[src/hdl/pps_pkg.sv]
// package for the primary bus pin engine: widths, constants, pin and request carriers
// assumes one 50 MHz clock and an asynchronous active-low reset
package pps_pkg;

  localparam int AD_W     = 32;
  localparam int CMD_BE_W = 4;

  // dual address cycle command code on the command / byte-enable lines
  localparam logic [CMD_BE_W-1:0] CMD_DUAL_ADDRESS = 4'hd;

  // clocks after frame assertion to wait for device select before master abort
  localparam logic [2:0] DEVSEL_LIMIT = 3'h5;

  // parking values for the address/data and command lines
  localparam logic [AD_W-1:0]     PARK_AD     = 32'h0000_0000;
  localparam logic [CMD_BE_W-1:0] PARK_CMD_BE = 4'h0;

  // synchroniser stages for pin inputs
  localparam int SYNC_STAGES = 2;

  typedef struct packed {
    logic [AD_W-1:0]     ad;
    logic [CMD_BE_W-1:0] cmd_be;
    logic                parity;
    logic                frame_low;
    logic                initiator_ready_low;
    logic                target_ready_low;
    logic                device_select_low;
    logic                stop_low;
    logic                grant_low;
  } pps_pin_in_t;

  typedef struct packed {
    logic [AD_W-1:0]     ad;
    logic                ad_oe;
    logic [CMD_BE_W-1:0] cmd_be;
    logic                cmd_be_oe;
    logic                parity;
    logic                parity_oe;
    logic                frame_low;
    logic                frame_oe;
    logic                initiator_ready_low;
    logic                initiator_ready_oe;
  } pps_pin_out_t;

  typedef struct packed {
    logic [AD_W-1:0]     addr;
    logic [AD_W-1:0]     addr_hi;
    logic                dual;
    logic [CMD_BE_W-1:0] cmd;
    logic                write;
  } pps_req_t;

  typedef enum logic [2:0] {
    ST_IDLE    = 3'b000,
    ST_ADDR    = 3'b001,
    ST_ADDR_HI = 3'b010,
    ST_DATA    = 3'b011,
    ST_GAP     = 3'b100,
    ST_LOAD    = 3'b101,
    ST_ENDING  = 3'b110,
    ST_RELEASE = 3'b111
  } pps_state_t;

  // pin reset: every line floated
  localparam pps_pin_out_t PIN_OUT_RST = '0;
  localparam pps_req_t     REQ_RST     = '0;

  // even parity bit over address/data and command lines
  function automatic logic pps_even_parity(input logic [AD_W-1:0] ad, input logic [CMD_BE_W-1:0] cmd_be);
    pps_even_parity = ^{ad, cmd_be};
  endfunction : pps_even_parity

endpackage : pps_pkg

[src/hdl/pps_sync.sv]
// two-stage synchroniser for a vector of pin inputs
// assumes the inputs are asynchronous to i_clk_sys; reset value is a constant parameter
`timescale 1ns/1ps
module pps_sync
  import pps_pkg::*;
#(
  parameter int               WIDTH   = 8,
  parameter logic [WIDTH-1:0] RST_VAL = '1
) (
  input  wire logic             i_clk_sys,  // system clock
  input  wire logic             i_arst_n,   // async reset, active low
  input  wire logic [WIDTH-1:0] i_d,        // asynchronous input
  output logic      [WIDTH-1:0] o_q         // synchronised output
);

  logic [WIDTH-1:0] meta;
  logic [WIDTH-1:0] next_meta;
  logic [WIDTH-1:0] next_q;

  always_comb begin
    next_meta = i_d;
    next_q    = meta;
  end

  always_ff @(posedge i_clk_sys or negedge i_arst_n) begin
    if (!i_arst_n) begin
      meta <= RST_VAL;
      o_q  <= RST_VAL;
    end else begin
      meta <= next_meta;
      o_q  <= next_q;
    end
  end

endmodule : pps_sync

[src/hdl/pps_parity_chk.sv]
// receive-side parity checker: samples address/data and command, checks parity a clock later
// assumes inputs are already synchronised to i_clk_sys
`timescale 1ns/1ps
module pps_parity_chk
  import pps_pkg::*;
(
  input  wire logic                i_clk_sys,  // system clock
  input  wire logic                i_arst_n,   // async reset, active low
  input  wire logic                i_sample,   // data received this cycle
  input  wire logic [AD_W-1:0]     i_ad,       // received address/data
  input  wire logic [CMD_BE_W-1:0] i_cmd_be,   // received byte enables
  input  wire logic                i_parity,   // parity line, one clock behind data
  output logic                     o_error     // one-cycle parity error pulse
);

  logic pending;
  logic expected;
  logic next_pending;
  logic next_expected;
  logic next_error;

  always_comb begin
    next_pending  = i_sample;
    next_expected = pps_even_parity(i_ad, i_cmd_be);
    next_error    = pending && (i_parity != expected);
  end

  always_ff @(posedge i_clk_sys or negedge i_arst_n) begin
    if (!i_arst_n) begin
      pending  <= 1'b0;
      expected <= 1'b0;
      o_error  <= 1'b0;
    end else begin
      pending  <= next_pending;
      expected <= next_expected;
      o_error  <= next_error;
    end
  end

endmodule : pps_parity_chk

[src/hdl/pps_primary_pins.sv]
// primary bus pin engine: initiator address/data phases, parking, parity, frame and ready release
// assumes pin inputs are asynchronous (synchronised here) and a same-clock core on the user side
`timescale 1ns/1ps

module pps_primary_pins
  import pps_pkg::*;
(
  input  wire logic                i_clk_sys,        // system clock
  input  wire logic                i_arst_n,         // async reset, active low
  input  wire pps_pin_in_t         i_pins,           // primary bus pin levels
  output pps_pin_out_t             o_pins,           // primary bus drive values and enables
  input  wire logic                i_req_valid,      // core requests a transaction
  input  wire pps_req_t            i_req,            // transaction description
  input  wire logic [AD_W-1:0]     i_wr_data,        // write data for the next data phase
  input  wire logic [CMD_BE_W-1:0] i_byte_en_low,    // byte enables, active low
  input  wire logic                i_last_phase,     // next data phase is the final one
  output logic                     o_req_taken,      // request accepted pulse
  output logic                     o_busy,           // transaction in progress
  output logic                     o_phase_done,     // data phase completed pulse
  output logic                     o_rd_valid,       // read data valid pulse
  output logic [AD_W-1:0]          o_rd_data,        // read data
  output logic                     o_master_abort,   // master abort pulse
  output logic                     o_target_stop,    // target stop pulse
  output logic                     o_parity_error    // received parity error pulse
);

  pps_pin_in_t  pin_sync;
  pps_pin_out_t next_pins;
  pps_state_t   state;
  pps_state_t   next_state;
  pps_req_t     req;
  pps_req_t     next_req;
  logic [2:0]   devsel_cnt;
  logic [2:0]   next_devsel_cnt;
  logic         devsel_seen;
  logic         next_devsel_seen;
  logic         last;
  logic         next_last;
  logic         next_req_taken;
  logic         next_busy;
  logic         next_phase_done;
  logic         next_rd_valid;
  logic [AD_W-1:0] next_rd_data;
  logic         next_master_abort;
  logic         next_target_stop;
  logic         bus_idle;
  logic         granted;
  logic         trdy;
  logic         stop;
  logic         devsel;
  logic         rd_sample;

  pps_sync #(
    .WIDTH   ($bits(pps_pin_in_t)),
    .RST_VAL ({$bits(pps_pin_in_t){1'b1}})
  ) u_sync (
    .i_clk_sys (i_clk_sys),
    .i_arst_n  (i_arst_n),
    .i_d       (i_pins),
    .o_q       (pin_sync)
  );

  assign bus_idle  = pin_sync.frame_low && pin_sync.initiator_ready_low;
  assign granted   = !pin_sync.grant_low;
  assign trdy      = !pin_sync.target_ready_low;
  assign stop      = !pin_sync.stop_low;
  assign devsel    = !pin_sync.device_select_low;
  assign rd_sample = (state == ST_DATA) && !req.write && trdy;

  pps_parity_chk u_parity_chk (
    .i_clk_sys (i_clk_sys),
    .i_arst_n  (i_arst_n),
    .i_sample  (rd_sample),
    .i_ad      (pin_sync.ad),
    .i_cmd_be  (o_pins.cmd_be),
    .i_parity  (pin_sync.parity),
    .o_error   (o_parity_error)
  );

  always_comb begin
    next_state        = state;
    next_pins         = o_pins;
    next_req          = req;
    next_last         = last;
    next_devsel_cnt   = devsel_cnt;
    next_devsel_seen  = devsel_seen;
    next_req_taken    = 1'b0;
    next_busy         = (state != ST_IDLE);
    next_phase_done   = 1'b0;
    next_rd_valid     = 1'b0;
    next_rd_data      = o_rd_data;
    next_master_abort = 1'b0;
    next_target_stop  = 1'b0;

    // parity follows whatever was on the lines one clock earlier
    next_pins.parity    = pps_even_parity(o_pins.ad, o_pins.cmd_be);
    next_pins.parity_oe = o_pins.ad_oe;

    // device select watchdog from frame assertion
    if (state != ST_IDLE) begin
      if (devsel) begin
        next_devsel_seen = 1'b1;
      end
      if (!devsel_seen && devsel_cnt != DEVSEL_LIMIT) begin
        next_devsel_cnt = devsel_cnt + 3'h1;
      end
    end

    case (state)
      ST_IDLE: begin
        next_pins.frame_oe           = 1'b0;
        next_pins.initiator_ready_oe = 1'b0;
        if (bus_idle && granted) begin
          if (i_req_valid) begin
            next_req             = i_req;
            next_req_taken       = 1'b1;
            next_busy            = 1'b1;
            next_devsel_cnt      = 3'h0;
            next_devsel_seen     = 1'b0;
            next_pins.ad         = i_req.addr;
            next_pins.ad_oe      = 1'b1;
            next_pins.cmd_be     = i_req.dual ? CMD_DUAL_ADDRESS : i_req.cmd;
            next_pins.cmd_be_oe  = 1'b1;
            next_pins.frame_low  = 1'b0;
            next_pins.frame_oe   = 1'b1;
            next_state           = ST_ADDR;
          end else begin
            next_pins.ad         = PARK_AD;
            next_pins.ad_oe      = 1'b1;
            next_pins.cmd_be     = PARK_CMD_BE;
            next_pins.cmd_be_oe  = 1'b1;
          end
        end else begin
          next_pins.ad_oe     = 1'b0;
          next_pins.cmd_be_oe = 1'b0;
        end
      end

      ST_ADDR: begin
        if (req.dual) begin
          next_pins.ad     = req.addr_hi;
          next_pins.cmd_be = req.cmd;
          next_state       = ST_ADDR_HI;
        end else begin
          next_state = ST_LOAD;
        end
      end

      ST_ADDR_HI: begin
        next_state = ST_LOAD;
      end

      ST_LOAD: begin
        next_pins.ad                  = i_wr_data;
        next_pins.ad_oe               = req.write;
        next_pins.cmd_be              = i_byte_en_low;
        next_pins.initiator_ready_low = 1'b0;
        next_pins.initiator_ready_oe  = 1'b1;
        next_pins.frame_low           = i_last_phase;
        next_last                     = i_last_phase;
        next_state                    = ST_DATA;
      end

      ST_DATA: begin
        if (stop) begin
          next_target_stop    = 1'b1;
          next_phase_done     = trdy;
          next_rd_valid       = trdy && !req.write;
          next_rd_data        = trdy ? pin_sync.ad : o_rd_data;
          next_pins.frame_low = 1'b1;
          next_state          = last ? ST_RELEASE : ST_ENDING;
          if (last) begin
            next_pins.frame_oe            = 1'b0;
            next_pins.initiator_ready_low = 1'b1;
            next_pins.ad_oe               = 1'b0;
            next_pins.cmd_be_oe           = 1'b0;
          end
        end else if (trdy) begin
          next_phase_done = 1'b1;
          next_rd_valid   = !req.write;
          next_rd_data    = pin_sync.ad;
          if (last) begin
            next_pins.frame_oe            = 1'b0;
            next_pins.initiator_ready_low = 1'b1;
            next_pins.ad_oe               = 1'b0;
            next_pins.cmd_be_oe           = 1'b0;
            next_state                    = ST_RELEASE;
          end else begin
            next_pins.initiator_ready_low = 1'b1;
            next_state                    = ST_GAP;
          end
        end else if (!devsel_seen && devsel_cnt == DEVSEL_LIMIT) begin
          next_master_abort   = 1'b1;
          next_pins.frame_low = 1'b1;
          next_state          = ST_ENDING;
        end else begin
          next_pins.initiator_ready_low = 1'b0;
        end
      end

      // wait state so the core can present the next word
      ST_GAP: begin
        next_state = ST_LOAD;
      end

      // frame already high; close the phase and release frame
      ST_ENDING: begin
        next_pins.frame_oe            = 1'b0;
        next_pins.initiator_ready_low = 1'b1;
        next_pins.ad_oe               = 1'b0;
        next_pins.cmd_be_oe           = 1'b0;
        next_state                    = ST_RELEASE;
      end

      ST_RELEASE: begin
        next_pins.initiator_ready_oe = 1'b0;
        next_state                   = ST_IDLE;
      end

      default: begin
        next_pins  = PIN_OUT_RST;
        next_state = ST_IDLE;
      end
    endcase
  end

  always_ff @(posedge i_clk_sys or negedge i_arst_n) begin
    if (!i_arst_n) begin
      state          <= ST_IDLE;
      o_pins         <= PIN_OUT_RST;
      req            <= REQ_RST;
      last           <= 1'b0;
      devsel_cnt     <= 3'h0;
      devsel_seen    <= 1'b0;
      o_req_taken    <= 1'b0;
      o_busy         <= 1'b0;
      o_phase_done   <= 1'b0;
      o_rd_valid     <= 1'b0;
      o_rd_data      <= 32'h0000_0000;
      o_master_abort <= 1'b0;
      o_target_stop  <= 1'b0;
    end else begin
      state          <= next_state;
      o_pins         <= next_pins;
      req            <= next_req;
      last           <= next_last;
      devsel_cnt     <= next_devsel_cnt;
      devsel_seen    <= next_devsel_seen;
      o_req_taken    <= next_req_taken;
      o_busy         <= next_busy;
      o_phase_done   <= next_phase_done;
      o_rd_valid     <= next_rd_valid;
      o_rd_data      <= next_rd_data;
      o_master_abort <= next_master_abort;
      o_target_stop  <= next_target_stop;
    end
  end

endmodule : pps_primary_pins

[config.mk]
export PLATFORM = sky130hd
export DESIGN_NAME = pps_primary_pins
export DESIGN_NICKNAME = d
export VERILOG_FILES = /design/src/hdl/pps_pkg.sv /design/src/hdl/pps_sync.sv /design/src/hdl/pps_parity_chk.sv /design/src/hdl/pps_primary_pins.sv
export SDC_FILE = /design/constraint.sdc
export NUM_CORES = 1
export LEC_CHECK = 0
export ABC_AREA = 1
export ABC_CLOCK_PERIOD_IN_PS = 2060
export BUFFER_PORTS_ARGS = -buffer_cell sky130_fd_sc_hd__buf_4
export CORE_ASPECT_RATIO = 2
export CORE_UTILIZATION = 53
export CTS_CLUSTER_DIAMETER = 120
export CTS_CLUSTER_SIZE = 10
export DETAILED_ROUTE_END_ITERATION = 10
export HOLD_SLACK_MARGIN = 0.12
export MAX_ROUTING_LAYER = met4
export PLACE_DENSITY = 0.8
export SKIP_CTS_REPAIR_TIMING = 1
export SLEW_MARGIN = 40
export SYNTH_ARGS = -nofsm -noshare
export SYNTH_HDL_FRONTEND = slang
export SYNTH_SLANG_ARGS = --single-unit
[constraint.sdc]
create_clock -name i_clk_sys -period 2.06 [get_ports i_clk_sys]
set_input_delay 0.412 -clock i_clk_sys [delete_from_list [all_inputs] [get_ports i_clk_sys]]
set_output_delay 0.412 -clock i_clk_sys [all_outputs]
set_load 0.02 [all_outputs]
==> results.sh <==
export IMPL_critPathRequiredTime_ns=2.45
export IMPL_clk_path_buf_depth=3
export IMPL_num_fill_cells=1234
export IMPL_vias=8095
export IMPL_muxShareOfSynthArea=0.00122
export IMPL_portBuffers=231
export IMPL_r2r_end="req[19]"
export IMPL_cts_sinks=209
export IMPL_worstSkewPairLatency_ns=0.50
export IMPL_rsz0062_at_grt="false"
export IMPL_synth_seq_cells=209
export IMPL_synthSimpleGateAreaFrac=0.265
export IMPL_synth_xor_area_share=0.0209
export IMPL_cap_viol_max_count=0
export IMPL_tightest_slew_ns=0.800
export IMPL_post_dp_cell_area_um2=11300
export IMPL_hpwlAfterDp_um=17200
export IMPL_cts_buffers=24
export IMPL_p_clk_frac=0.212
export IMPL_p_sw_frac=0.407
export IMPL_multi_input_area_um2=3400
export IMPL_final_hold_viol_count=0
export IMPL_relSlewSlack=0.466
export IMPL_hp_start="i_req[9]"
export IMPL_grt_overflow_total=0
export IMPL_r2r_start="u_sync.o_q[4]"
export IMPL_regArea_um2=5330
export IMPL_final_cell_mix="nand2_1 (536), buf_4 (247), dfrtp_1 (131), dfstp_2 (78), inv_1 (68)"
export IMPL_die_area_um2=18000
export IMPL_synth_top_area_frac=0.356
export IMPL_drc=0
export IMPL_rrSetupSlack_ns=0.21
export IMPL_drive_gt1_frac=0.286
export IMPL_power_leakage_nw=6.47
export IMPL_drt_wl_total_um=24800
export IMPL_dieWidth_um=95.2
export IMPL_num_nets_final=1514
export IMPL_min_path_cells=3
export IMPL_syn_to_final_growth_pct=35.5
export IMPL_critPathLaunchType="register"
export IMPL_internal_power_w=0.0107
export IMPL_dr_pass1_iters=5
export IMPL_use_met2=0.515
export IMPL_yosysWarningCount=0
export IMPL_fin_crit_sh=0.899
export IMPL_drv_slew=0
export IMPL_grt_pass1_wl_um=36800
export IMPL_drtIter0Drc=383
export IMPL_grt_max_degree=56
export IMPL_synth_top_area_cell="dfrtp_1"
export IMPL_die_h_um=188
export IMPL_min_to="req[9]"
export IMPL_netlist_top_cells_area="dfrtp_1 (36%), dfstp_2 (22%), nand2_1 (22%)"
export IMPL_seq_power_share=0.355
export IMPL_boundaryPins=236
export IMPL_setup_viol=0
export IMPL_finalSetupTns_ns=0
export IMPL_via_per_inst=5.11
export IMPL_worstSetupPathType="reg -> reg"
export IMPL_rr_worst_depth=7
export IMPL_power_switching_w=0.00736
export IMPL_met1_usage=0.265
export IMPL_final_setup_skew_ns=0.00894
export IMPL_synth_top_family_by_area="simple AND/OR/NAND/NOR gates"
export IMPL_status="complete, no violations"
export IMPL_wl_per_cell_um=15.7
export IMPL_ys_types=36
export IMPL_start_util=0.547
export IMPL_post_route_min_period_ns=1.85
export IMPL_gp_congestion=0.887
export IMPL_endpoint_kind="register"
export IMPL_antenna_found_initial=1
export IMPL_ctsHtreeMaxLevel=1
export IMPL_cts_tree="done"
export IMPL_cts_clk_slew_worst_paths_ns=0.06
export IMPL_synth_fa_ha_area_frac=0.00272
export IMPL_coreArea_um2=16800
export IMPL_synth_compound_area_frac=0.0778
export IMPL_grt_pass1_vias=8012
export IMPL_track_usage=0.275
export IMPL_ys_seq_area_frac=0.578
export IMPL_ant_nets=0
export IMPL_layout_commonest_cell="nand2_1"
export IMPL_netlist_area_um2=9220
export IMPL_met3_usage=0.0363
export IMPL_fmax_ghz=0.540
export IMPL_stdcell_area_um2=12500
export IMPL_power_density_nw_per_um2=1450
export IMPL_grt_most_used_layer="met2"
export IMPL_avgSynthCellArea_um2=8.69
export IMPL_clockRootBuffer="clkbuf_16"
export IMPL_rows=67
export IMPL_pwr_share_comb=0.433
export IMPL_ir_drop_v=0.000988
export IMPL_syn_num_nets=1215
export IMPL_critPathMaxFanout=41
export IMPL_syn_inst=1060
export IMPL_hold_class="in -> reg"
export IMPL_crit_arrival_ns=2.25
## layer usage
layer | share of wire | routed length, um | vias up
li1 | - | - | 3907
met1 | 0.34 | 8380 | 3841
met2 | 0.56 | 14000 | 273
met3 | 0.049 | 1210 | 74
met4 | 0.050 | 1240 | 0
met5 | 0 | 0 | -
## state kept, by name (all words and copies together) (netlist names)
signal                 count
u_sync.meta               39
u_parity_chk.expected      1
devsel_seen                1
o_busy                     1
o_phase_done               1
last                       1
req                       38
o_target_stop              1
u_parity_chk.pending       1
o_master_abort             1
o_pins                    44
devsel_cnt                 3
o_rd_data                 32
u_parity_chk.o_error       1
o_rd_valid                 1
state                      3
o_req_taken                1
u_sync.o_q                39
## cell usage after synthesis (all sizes together)
library cell / number
a21oi: 5
a22oi: 17
a31oi: 18
a41oi: 20
buf: 32
clkbuf: 1
clkinv: 1
dfrtp: 131
dfstp: 78
ha: 2
inv: 78
mux2: 1
nand2: 541
nand3: 19
nand4: 1
nor2: 58
nor3: 4
o211a: 1
o211ai: 1
o21ai: 28
o22ai: 1
xnor2: 13
xor2: 9
## power by group through the flow
stage	registers (W)	clock network, W	logic, W
2_1_floorplan	0.00702	0	0.00429
3_3_place_gp	0.00637	0	0.00743
3_5_place_dp	0.00643	0	0.00768
4_1_cts	0.00638	0.00388	0.00773
5_1_grt	0.00655	0.00406	0.00869
6_report	0.00641	0.00383	0.00782
## how the worst max path moves through the flow
stage	from	to	cells past startpoint
6_report	u_sync.o_q[4]	req[19]	7
5_1_grt	u_sync.o_q[5]	req[26]	7
4_1_cts	u_sync.o_q[4]	devsel_cnt[0]	7
3_5_place_dp	u_sync.o_q[4]	req[19]	7
3_3_place_gp	u_sync.o_q[5]	devsel_cnt[0]	7
2_1_floorplan	u_sync.o_q[5]	devsel_cnt[1]	8
## kinds of logic after synthesis
group | after synthesis
adders and majority gates | 2
AOI/OAI and AO/OA | 91
buffers and inverters | 112
and+or+nand+nor | 623
DFF | 209
xor gates and xnor gates | 22
muxes | 1
## layout make-up
| type | count | share of cell area |
|---|---|---|
| Sequential cell | 209 | 0.427 |
| Clock buffer | 44 | 0.0558 |
| Tap cell | 207 | 0.0207 |
| Antenna cell | 1 | 0.000200 |
| Multi-Input combinational cell | 739 | 0.272 |
| Timing Repair Buffer | 306 | 0.200 |
| Inverter | 79 | 0.0244 |
## critical path, stage by stage (launching register included)
cell and delay (ns):
dfstp_2 0.51, nand2_1 0.06, nor2_1 0.25, nand2_1 0.20, nor2_4 0.14, inv_2 0.32, nand2_1 0.18, nand2_1 0.07
## stage by stage
stage	hold slack, ns	power [W]	setup WS (ns)	utilization	cells
6_report	0.104	0.0181	0.208	0.741	1585
5_1_grt	0.120	0.0193	0.0482	0.741	1585
4_1_cts	-0.115	0.0180	0.213	0.709	1531
3_5_place_dp	0.347	0.0141	0.221	0.668	1487
3_3_place_gp	0.345	0.0138	0.252	0.668	1487
2_1_floorplan	0.116	0.0113	0.588	-	1060
(Power assumes the default switching activity.)
